<file path="config.mk">
export PLATFORM = sky130hd
export DESIGN_NAME = spectral_status_flags
export DESIGN_NICKNAME = d
export VERILOG_FILES = /design/src/include/spectral_status_pkg.sv /design/src/spectral_status_flags.sv
export VERILOG_INCLUDE_DIRS = /design/src /design/src/include
export SDC_FILE = /design/constraint.sdc
export NUM_CORES = 1
export LEC_CHECK = 0
export ABC_AREA = 1
export BUFFER_PORTS_ARGS = -buffer_cell sky130_fd_sc_hd__buf_2
export CELL_PAD_IN_SITES_DETAIL_PLACEMENT = 1
export CELL_PAD_IN_SITES_GLOBAL_PLACEMENT = 1
export CORE_MARGIN = 8
export CORE_UTILIZATION = 32
export DETAILED_ROUTE_END_ITERATION = 10
export PLACE_DENSITY = 0.81
export SLEW_MARGIN = 10
export SYNTH_ARGS = -nofsm -noshare
export SYNTH_HDL_FRONTEND = slang
export SYNTH_SLANG_ARGS = --single-unit
</file>
<file path="constraint.sdc">
create_clock -name CLK -period 1.98 [get_ports CLK]
set_input_delay 0.198 -clock CLK [delete_from_list [all_inputs] [get_ports CLK]]
set_output_delay 0.198 -clock CLK [all_outputs]
set_load 0.02 [all_outputs]
</file>
<file path="src/include/spectral_status_flags_cfg.svh">
`ifndef SPECTRAL_STATUS_FLAGS_CFG_SVH
`define SPECTRAL_STATUS_FLAGS_CFG_SVH

// ----------------------------------------------------------------
// register offsets
// ----------------------------------------------------------------
`define SSF_MEAS_STATE_ADDR   8'h71
`define SSF_EVENT_STATUS_ADDR 8'h93
`define SSF_SAT_DETAIL_ADDR   8'hA3
`define SSF_EVENT_ENABLE_ADDR 8'hF8
`define SSF_IRQ_MASK_ADDR     8'hF9

// ----------------------------------------------------------------
// measurement state fields
// ----------------------------------------------------------------
`define SSF_MS_READY_BIT      0
`define SSF_MS_WAIT_SYNC_BIT  1
`define SSF_MS_SPARE_LSB      2
`define SSF_MS_SPARE_MSB      7

// ----------------------------------------------------------------
// event status fields, also used by enable and mask registers
// ----------------------------------------------------------------
`define SSF_EV_SYSTEM_BIT     0
`define SSF_EV_CALIB_BIT      1
`define SSF_EV_BUFFER_BIT     2
`define SSF_EV_THRESHOLD_BIT  3
`define SSF_EV_SATURATION_BIT 7
`define SSF_EV_IMPL_MASK      8'h8F

// ----------------------------------------------------------------
// saturation detail fields
// ----------------------------------------------------------------
`define SSF_SD_FLICKER_CNT_BIT  0
`define SSF_SD_FLICKER_FE_BIT   1
`define SSF_SD_SPEC_FE_BIT      3
`define SSF_SD_SPEC_CNT_BIT     4
`define SSF_SD_VALID_BIT        6

// ----------------------------------------------------------------
// reset values
// ----------------------------------------------------------------
`define SSF_MEAS_STATE_RST    8'h00
`define SSF_EVENT_STATUS_RST  8'h00
`define SSF_SAT_DETAIL_RST    8'h00
`define SSF_EVENT_ENABLE_RST  8'h00
`define SSF_IRQ_MASK_RST      8'h00

`endif

</file>
<file path="src/include/spectral_status_pkg.sv">
package spectral_status_pkg;

  typedef logic [7:0]  reg_byte_t;
  typedef logic [7:0]  reg_addr_t;
  typedef logic [15:0] result_t;
  typedef logic [3:0]  persist_t;

endpackage

</file>
<file path="src/spectral_status_flags.sv">
`timescale 1ns/10ps
`include "spectral_status_flags_cfg.svh"

module spectral_status_flags
  import spectral_status_pkg::*;
#(
  parameter int RESULT_WIDTH = 16
)
(
  // clock and reset
  input  wire logic                          CLK,
  input  wire logic                          NRST,
  // register port
  input  wire spectral_status_pkg::reg_addr_t  ADDR,
  input  wire spectral_status_pkg::reg_byte_t  WDATA,
  input  wire logic                          WR,
  input  wire logic                          RD,
  output      spectral_status_pkg::reg_byte_t  RDATA,
  // measurement engine state
  input  wire logic                          MEAS_BUSY,
  input  wire logic                          SYNC_WAIT,
  input  wire logic                          MEAS_START,
  input  wire logic                          MEAS_DONE,
  // saturation sources, one-cycle pulses
  input  wire logic                          SPECTRAL_COUNT_OVERFLOW,
  input  wire logic                          SPECTRAL_FRONTEND_OVERLOAD,
  input  wire logic                          FLICKER_COUNT_OVERFLOW,
  input  wire logic                          FLICKER_FRONTEND_OVERLOAD,
  // threshold comparison
  input  wire logic                          RESULT_STROBE,
  input  wire logic [RESULT_WIDTH-1:0]       RESULT,
  input  wire logic [RESULT_WIDTH-1:0]       LOW_THRESHOLD,
  input  wire logic [RESULT_WIDTH-1:0]       HIGH_THRESHOLD,
  input  wire spectral_status_pkg::persist_t   PERSISTENCE_COUNT,
  // buffer level
  input  wire logic                          BUFFER_WRITE,
  input  wire logic                          BUFFER_LEVEL_MET,
  // other event sources
  input  wire logic                          SYSTEM_EVENT,
  input  wire logic                          CALIB_EVENT,
  // interrupt
  output      logic                          IRQ
);
  import spectral_status_pkg::*;

  // ----------------------------------------------------------------
  // storage
  // ----------------------------------------------------------------
  logic [5:0] meas_spare;
  reg_byte_t  event_status;
  reg_byte_t  event_enable;
  reg_byte_t  irq_mask;
  logic       measurement_valid;
  logic       spectral_count_overflow;
  logic       spectral_frontend_overload;
  logic       flicker_count_overflow;
  logic       flicker_frontend_overload;
  persist_t   persist_run;
  logic       buffer_level_seen;

  logic       wr_meas;
  logic       wr_event;
  logic       wr_enable;
  logic       wr_mask;
  logic       out_of_range;
  logic       below_low;
  logic       above_high;
  logic       threshold_hit;
  logic       buffer_hit;
  logic       saturation_hit;
  persist_t   next_persist_run;
  reg_byte_t  event_set;
  reg_byte_t  event_clr;
  reg_byte_t  next_event_status;
  reg_byte_t  meas_state_view;
  reg_byte_t  sat_detail_view;
  reg_byte_t  next_rdata;

  assign wr_meas   = WR && (ADDR == `SSF_MEAS_STATE_ADDR);
  assign wr_event  = WR && (ADDR == `SSF_EVENT_STATUS_ADDR);
  assign wr_enable = WR && (ADDR == `SSF_EVENT_ENABLE_ADDR);
  assign wr_mask   = WR && (ADDR == `SSF_IRQ_MASK_ADDR);

  // ----------------------------------------------------------------
  // measurement state register
  // ----------------------------------------------------------------
  always_ff @(posedge CLK or negedge NRST)
  begin
    if (!NRST)
      meas_spare <= 6'h0;
    else if (wr_meas)
      meas_spare <= WDATA[`SSF_MS_SPARE_MSB:`SSF_MS_SPARE_LSB];
  end

  always_comb
  begin
    meas_state_view = 8'h00;
    meas_state_view[`SSF_MS_SPARE_MSB:`SSF_MS_SPARE_LSB] = meas_spare;
    meas_state_view[`SSF_MS_WAIT_SYNC_BIT] = SYNC_WAIT;
    meas_state_view[`SSF_MS_READY_BIT] = ~MEAS_BUSY;
  end

  // ----------------------------------------------------------------
  // enable and mask registers
  // ----------------------------------------------------------------
  always_ff @(posedge CLK or negedge NRST)
  begin
    if (!NRST)
      event_enable <= `SSF_EVENT_ENABLE_RST;
    else if (wr_enable)
      event_enable <= WDATA & `SSF_EV_IMPL_MASK;
  end

  always_ff @(posedge CLK or negedge NRST)
  begin
    if (!NRST)
      irq_mask <= `SSF_IRQ_MASK_RST;
    else if (wr_mask)
      irq_mask <= WDATA & `SSF_EV_IMPL_MASK;
  end

  // ----------------------------------------------------------------
  // threshold persistence
  // ----------------------------------------------------------------
  // below low threshold
  assign below_low  = RESULT < LOW_THRESHOLD;
  assign above_high = RESULT > HIGH_THRESHOLD;
  assign out_of_range = below_low || above_high;

  always_comb
  begin
    next_persist_run = persist_run;
    if (RESULT_STROBE)
    begin
      if (!out_of_range)
        next_persist_run = 4'h0;
      else if (persist_run != 4'hF)
        next_persist_run = persist_run + 4'h1;
    end
  end

  // persistence reached
  // zero persistence raises on every result, like a free-running alarm
  assign threshold_hit = RESULT_STROBE &&
                         ((PERSISTENCE_COUNT == 4'h0) ||
                          (out_of_range && (next_persist_run >= PERSISTENCE_COUNT)));

  always_ff @(posedge CLK or negedge NRST)
  begin
    if (!NRST)
      persist_run <= 4'h0;
    else
      persist_run <= next_persist_run;
  end

  // ----------------------------------------------------------------
  // buffer level
  // ----------------------------------------------------------------
  // re-raise on each new entry while level holds
  assign buffer_hit = BUFFER_LEVEL_MET && (BUFFER_WRITE || !buffer_level_seen);

  // flag only dies once the host drains the buffer
  always_ff @(posedge CLK or negedge NRST)
  begin
    if (!NRST)
      buffer_level_seen <= 1'b0;
    else
      buffer_level_seen <= BUFFER_LEVEL_MET;
  end

  // ----------------------------------------------------------------
  // event status, sticky
  // ----------------------------------------------------------------
  assign saturation_hit = SPECTRAL_COUNT_OVERFLOW || SPECTRAL_FRONTEND_OVERLOAD ||
                          FLICKER_COUNT_OVERFLOW || FLICKER_FRONTEND_OVERLOAD;

  always_comb
  begin
    event_set = 8'h00;
    event_set[`SSF_EV_SATURATION_BIT] = saturation_hit &&
                                        event_enable[`SSF_EV_SATURATION_BIT];
    event_set[`SSF_EV_THRESHOLD_BIT]  = threshold_hit &&
                                        event_enable[`SSF_EV_THRESHOLD_BIT];
    event_set[`SSF_EV_BUFFER_BIT]     = buffer_hit &&
                                        event_enable[`SSF_EV_BUFFER_BIT];
    event_set[`SSF_EV_CALIB_BIT]      = CALIB_EVENT &&
                                        event_enable[`SSF_EV_CALIB_BIT];
    event_set[`SSF_EV_SYSTEM_BIT]     = SYSTEM_EVENT &&
                                        event_enable[`SSF_EV_SYSTEM_BIT];
  end

  // ones clear; zeros leave bits alone
  // write-back of a read value clears only handled events
  assign event_clr = wr_event ? WDATA : 8'h00;
  // set wins so an event in the clearing cycle survives
  assign next_event_status = ((event_status & ~event_clr) | event_set) &
                             `SSF_EV_IMPL_MASK;

  always_ff @(posedge CLK or negedge NRST)
  begin
    if (!NRST)
      event_status <= `SSF_EVENT_STATUS_RST;
    else
      event_status <= next_event_status;
  end

  // ----------------------------------------------------------------
  // saturation detail and valid
  // ----------------------------------------------------------------
  // detail bits are dropped together with the saturation flag,
  // since the host has no way to write this register
  logic sat_clear;
  assign sat_clear = wr_event && WDATA[`SSF_EV_SATURATION_BIT];

  always_ff @(posedge CLK or negedge NRST)
  begin
    if (!NRST)
      spectral_count_overflow <= 1'b0;
    else if (SPECTRAL_COUNT_OVERFLOW)
      spectral_count_overflow <= 1'b1;
    else if (sat_clear)
      spectral_count_overflow <= 1'b0;
  end

  // analog cause kept apart from digital
  always_ff @(posedge CLK or negedge NRST)
  begin
    if (!NRST)
      spectral_frontend_overload <= 1'b0;
    else if (SPECTRAL_FRONTEND_OVERLOAD)
      spectral_frontend_overload <= 1'b1;
    else if (sat_clear)
      spectral_frontend_overload <= 1'b0;
  end

  always_ff @(posedge CLK or negedge NRST)
  begin
    if (!NRST)
      flicker_count_overflow <= 1'b0;
    else if (FLICKER_COUNT_OVERFLOW)
      flicker_count_overflow <= 1'b1;
    else if (sat_clear)
      flicker_count_overflow <= 1'b0;
  end

  always_ff @(posedge CLK or negedge NRST)
  begin
    if (!NRST)
      flicker_frontend_overload <= 1'b0;
    else if (FLICKER_FRONTEND_OVERLOAD)
      flicker_frontend_overload <= 1'b1;
    else if (sat_clear)
      flicker_frontend_overload <= 1'b0;
  end

  // valid after completion, dropped on next start
  always_ff @(posedge CLK or negedge NRST)
  begin
    if (!NRST)
      measurement_valid <= 1'b0;
    else if (MEAS_DONE)
      measurement_valid <= 1'b1;
    else if (MEAS_START)
      measurement_valid <= 1'b0;
  end

  // detail register has no write path
  always_comb
  begin
    sat_detail_view = `SSF_SAT_DETAIL_RST;
    sat_detail_view[`SSF_SD_VALID_BIT]       = measurement_valid;
    sat_detail_view[`SSF_SD_SPEC_CNT_BIT]    = spectral_count_overflow;
    sat_detail_view[`SSF_SD_SPEC_FE_BIT]     = spectral_frontend_overload;
    sat_detail_view[`SSF_SD_FLICKER_FE_BIT]  = flicker_frontend_overload;
    sat_detail_view[`SSF_SD_FLICKER_CNT_BIT] = flicker_count_overflow;
  end

  // ----------------------------------------------------------------
  // read port
  // ----------------------------------------------------------------
  always_comb
  begin
    next_rdata = 8'h00;
    if (RD)
    begin
      unique case (ADDR)
        `SSF_MEAS_STATE_ADDR:   next_rdata = meas_state_view;
        `SSF_EVENT_STATUS_ADDR: next_rdata = event_status;
        `SSF_SAT_DETAIL_ADDR:   next_rdata = sat_detail_view;
        `SSF_EVENT_ENABLE_ADDR: next_rdata = event_enable;
        `SSF_IRQ_MASK_ADDR:     next_rdata = irq_mask;
        default:                next_rdata = 8'h00;
      endcase
    end
  end

  always_ff @(posedge CLK or negedge NRST)
  begin
    if (!NRST)
      RDATA <= 8'h00;
    else
      RDATA <= next_rdata;
  end

  // ----------------------------------------------------------------
  // interrupt output
  // ----------------------------------------------------------------
  // one cycle behind the status flops, traded for a registered pin
  always_ff @(posedge CLK or negedge NRST)
  begin
    if (!NRST)
      IRQ <= 1'b0;
    else
      IRQ <= |(event_status & irq_mask);
  end

endmodule // spectral_status_flags

</file>
After elaboration in Yosys (flattened, before gate mapping)
Cells that the tools add are included.

Flip-flop bits (word level): 40. Bits of input ports: 85. Logic and storage cells: 68.

$add $sub $neg: 1. Magnitude comparators: 3. Eq/ne operators: 6. Muxes and demuxes: 13. Bitwise operators: 5. Reductions and logical operators: 27.

Operators by type and width (number): case mux 8 bit (5 select lines) (1); equality test 8 bit (second input constant) (4); bitwise AND 8 bit (2); greater-than comparator 16 bit (1); < comparator 16 bit (1); 2-to-1 mux 8 bit (2); logical AND 1 bit (13); 2-to-1 mux 4 bit (3); nonzero test 2 bit (5); equality test 8 x 7 -> 1 bit (second input constant) (1); inverter 8 bit (1); bitwise OR 8 bit (1); OR reduction 8 bit (1); 2-to-1 mux 1 bit (7); logical OR 1 bit (6); adder 4 x 1 -> 4 bit (second input constant) (1); >= comparator 4 bit (1); logical NOT 4 bit (1); inequality test 4 bit (second input constant) (1); logical NOT 1 bit (1); inverter 1 bit (1).

Longest topological paths before layout
Word-level depth: 10. Gate-level depth with buffers: 24. Gate-level depth less buffers: 24.

Least setup slack after synthesis
Ideal clock, no wire load.

Path kind: input to register. Start point: input HIGH_THRESHOLD[15]. End point: register event_status[3]. Data arrival time: 1975 ps. Slack: -116 ps. Cell stages on the path: 19. Path through: inv_1 > ha_1 > nand2_1 > nor3_1 > nand2_1 > nand2_1 > nand2_1 > nand2_1 > nand2_1 > o22ai_1 > ha_1 > inv_1 > nor2_1 > o211ai_1 > nand3_1 > nand2_1 > nand2_1 > nand2_1 > nand2_1.

Longest elaborated chain between the ends: 10.

Ends and longest elaborated chain: from (decl) (RTL line spectral_status_flags.sv:33) `input wire logic [RESULT_WIDTH-1:0] HIGH_THRESHOLD,`; greater-than comparator 16 bit (RTL line spectral_status_flags.sv:127) `assign above_high = RESULT > HIGH_THRESHOLD;`; logical OR 1 bit (RTL line spectral_status_flags.sv:128) `assign out_of_range = below_low || above_high;`; 2-to-1 mux 4 bit (RTL line spectral_status_flags.sv:135) `if (!out_of_range)`; 2-to-1 mux 4 bit (RTL line spectral_status_flags.sv:133) `if (RESULT_STROBE)`; net next_persist_run[1] (RTL line spectral_status_flags.sv:71) `persist_t next_persist_run;`; >= comparator 4 bit (RTL line spectral_status_flags.sv:146) `(out_of_range && (next_persist_run >= PERSISTENCE_COUNT)));`; logical AND 1 bit (RTL line spectral_status_flags.sv:146); logical OR 1 bit (RTL line spectral_status_flags.sv:145) `((PERSISTENCE_COUNT == 4'h0) ||`; logical AND 1 bit (RTL line spectral_status_flags.sv:144) `assign threshold_hit = RESULT_STROBE &&`; logical AND 1 bit (RTL line spectral_status_flags.sv:182) `` event_set[`SSF_EV_THRESHOLD_BIT] = threshold_hit && ``; bitwise OR 8 bit (RTL line spectral_status_flags.sv:196) `assign next_event_status = ((event_status & ~event_clr) | event_set) &`; net next_event_status[3] (RTL line spectral_status_flags.sv:74) `reg_byte_t next_event_status;`; to (signal assigned) (RTL line spectral_status_flags.sv:202) `` event_status <= `SSF_EVENT_STATUS_RST; ``; to (signal assigned) (RTL line spectral_status_flags.sv:204) `event_status <= next_event_status;`; to (decl) (RTL line spectral_status_flags.sv:50) `reg_byte_t event_status;`.

The timed path passes the listed nets, and every way through them passes these cells. A chain may end at the register's enable or synchronous reset.

Worst setup path after layout
Start point: input HIGH_THRESHOLD[15]. End point: register event_status[3].

Longest elaborated chain between the ends: 10.

Ends and longest elaborated chain (RTL line): greater-than comparator 16 bit * (spectral_status_flags.sv:127); logical OR 1 bit * (spectral_status_flags.sv:128); 2-to-1 mux 4 bit (spectral_status_flags.sv:135); 2-to-1 mux 4 bit (spectral_status_flags.sv:133); >= comparator 4 bit (spectral_status_flags.sv:146); logical AND 1 bit * (spectral_status_flags.sv:146); logical OR 1 bit * (spectral_status_flags.sv:145); logical AND 1 bit * (spectral_status_flags.sv:144); logical AND 1 bit * (spectral_status_flags.sv:182); bitwise OR 8 bit * (spectral_status_flags.sv:196); net next_event_status[3] (spectral_status_flags.sv:74).

The timed path passes the listed nets; every way through them passes the cells marked *.

==> impl_metrics.csv <==
group,metric,value,unit
drt,drt_wl_total,9880,microns
drt,firstDrtPassIters,5,
final_layout,final_util,0.478,
clock_network,clock_latency,0.29,ns
drt,num_vias,2853,
drt,antenna_left,0,
critical_path,ff2ff_path_depth,14,
final_layout,multiInputGateArea,1930,sq um
drt,vias_per_cell,4.83,
die,fp.coreArea,8590,sq um
yosys,synth_cells,367,
clock_network,clk_path_buf_depth,2,
place,portBuffers,93,
yosys,synth.ff_latch_count,40,
drt,wl_met1,3950,microns
yosys,synth_warnings,0,
pwr,p_per_area,647,nW/um^2
outcome,status,"finished with violations",
critical_path,worst-r2r-setup-slack,-0.05,ns
sta,max_freq,0.471,GHz
sta,slew_violations,0,
yosys,synth_fp_nets,488,
sta,setup_viol,1,
sta,worst_pin_slew,0.512,ns
sta,skew,0.0104,ns
outcome,violations,"setup timing",
critical_path,cp.required,2.17,ns
global_routing,overflow,0,
clock_network,cts_buffers,5,
die,chipWidth,110,microns
drt,drc,0,
final_layout,regArea,1000,sq um
final_layout,fillers,1070,
sta,max-slew-margin-rel,0.659,
global_routing,grt_pass1_wl,15500,microns
global_routing,grt_usage,0.162,
die,die-area,12000,sq um
critical_path,cp_slowest_cell,"ha_4",
critical_path,cp_data_arrival_time,2.31,ns
clock_network,cts.sinks,40,
sta,period_share,1.07,
drt,wl_per_cell,16.7,microns
sta,fin_crit,2.12,ns
critical_path,cp_cell_sequence,"buf_2, inv_1, ha_4, a21oi_1, o21ai_0, a21oi_2, nand2_1, nand2_2, buf_4, buf_4, nand3_2, nand2_2, ha_4, nor2_2, o211ai_1, nand3_1, nand2_1, nand2_1, nand2_1, nand2_1",
place,dp_hpwl,7310,microns
yosys,ys_seq_area_frac,0.357,
sta,hold_viol_final,0,
pwr,vdd_ir_drop_max,0.599,mV
yosys,syn_avg_cell_area,7.63,sq um
global_routing,antenna_found_initial,2,
clock_network,cts_tree,"done",
clock_network,cts_root_buffer,"clkbuf_8",
clock_network,clk_pin_slew,0.08,ns
drt,wl_met3,496,microns
critical_path,start_kind,"primary input",
final_layout,final_nets,601,
global_routing,grt_pass1_vias,3188,
sta,fin_hold_ws,0.0219,ns
drt,wl_met2,5220,microns
critical_path,cp-end-kind,"flop",
flow_run,maxCapViolCount,0,
global_routing,grt_max_degree,41,
sta,worst_slack,-0.143,ns
hold_path,holdCritPathClass,"in2reg",
critical_path,worstSetupStartpoint,"HIGH_THRESHOLD[15]",
yosys,synth_cell_types,31,
pwr,p_leak,2.20,nW
sta,rsz0062_at_grt,"yes",
critical_path,cp-endpoint,"event_status[3]",
final_layout,area_growth,46.7,%
drt,drtIter0Drc,126,
critical_path,r2r_start,"persist_run[0]",
critical_path,crit_path_frequent_cell,"nand2_1",
final_layout,drive_above_1_share,0.416,
die,io_pins,94,
die,die_y,110,microns
clock_network,htreeDepth,2,
yosys,synthesis.area,2800,sq um
die,rows,34,
critical_path,path_max_fanout,2,
pwr,finalPower,2.66,mW
die,initial_core_util,0.326,
critical_path,worst-setup-path-type,"in2reg",
critical_path,max_stage_delay,0.21,ns
critical_path,timing.rr.end,"event_status[3]",
drt,top_layer,"met4",
final_layout,mostFrequentLayoutCells,"nand2_1 (83), buf_2 (83), inv_1 (61)",
place,gp_congestion,0.844,
-- final cells by class --
class,count,share of cell area
antenna,2,0.00122
clock buffer,6,0.0201
clock inverter,2,0.00944
inverter,78,0.0715
multi-input combinational,249,0.470
sequential,40,0.244
tap,108,0.0329
timing repair buffer,106,0.151
-- through the flow --
stage | cells | setup WS [ns] | TNS [ns] | area (sq um)
after floorplan | 367 | -0.0809 | -0.0809 | 2820
after global routing | 591 | -0.339 | -0.339 | 4110
after CTS | 589 | -0.0905 | -0.0905 | 4000
final | 591 | -0.143 | -0.143 | 4110
after global placement | 577 | -0.365 | -0.365 | 3480
after detailed placement | 577 | -0.504 | -0.504 | 3480
-- logic make-up (layout without fill, tap and decap cells) --
kind of cell    after synthesis  count (layout)  share of synthesized area
simple gates                146             146                      0.230
buf+inv                      78             192                      0.105
compound gates               63              63                      0.128
flops                        40              40                      0.357
fa+ha+maj                    36              36                      0.161
mux                           3               3                     0.0161
xor+xnor                      1               1                    0.00313
other cells                   0               2                          0
-- metal layers --
layer,vias up,GRT usage
li1,1408,-
met1,1350,0.186
met2,76,0.306
met3,19,0.0275
met4,0,0.0280
met5,-,0
-- synth_stat cells, drive strengths merged --
cell type	count	area [sq um]
nand2	101	394
inv	77	289
dfrtp	40	1000
ha	36	450
o21ai	28	140
a21oi	18	90.1
nor2	15	58.8
nand3	13	70.1
nor3	12	75.1
o21bai	5	37.5
mux2	3	45.0
nand4	3	18.8
o22ai	3	18.8
a21o	2	15.0
nor3b	2	26.3
o2111ai	2	17.5
a221oi	1	8.76
a31oi	1	6.26
a41oi	1	8.76
clkinv	1	5.00
o211ai	1	7.51
o41ai	1	8.76
xor2	1	8.76
-- state kept, by name (all words and copies together), names as in the netlist, 4 cells and up --
register / count
RDATA: 8
meas_spare: 6
event_enable: 5
event_status: 5
irq_mask: 5
persist_run: 4
-- critical path, delay by kind of cell --
| kind | cells | cell delay (ns) |
|---|---|---|
| buf+inv | 4 | 0.39 |
| simple gates | 10 | 0.70 |
| compound gates | 4 | 0.66 |
| fa+ha+maj | 2 | 0.35 |
-- worst min-delay path by stage --
stage                           from           endpoint  slack, ns  cells after the start
global placement                NRST           RDATA[5]       0.28                      2
finish              BUFFER_LEVEL_MET  buffer_level_seen       0.02                      1
detailed placement              NRST           RDATA[6]       0.29                      2
CTS                 BUFFER_LEVEL_MET  buffer_level_seen       0.01                      1
global route        BUFFER_LEVEL_MET  buffer_level_seen      0.009                      1
floorplan                       NRST                IRQ       -0.1                      0
-- repair_timing --
| action | 4_1_cts | 5_1_grt |
|---|---|---|
| hold buffers | 1 | 0 |
| hold endpoints to repair | 40 | 0 |
| buffers inserted | 3 | 0 |
| pin swaps | 19 | 18 |
| resized for setup | 59 | 30 |
| endpoints found under the setup margin | 1 | 1 |
-- report_power, final --
part	leakage, nW	switching, mW	internal, mW
clock network	0.0614	0.292	0.412
logic	1.62	0.500	0.461
registers	0.516	0.0884	0.908
total	2.20	0.880	1.78
Power figures use the tool's default switching activity.
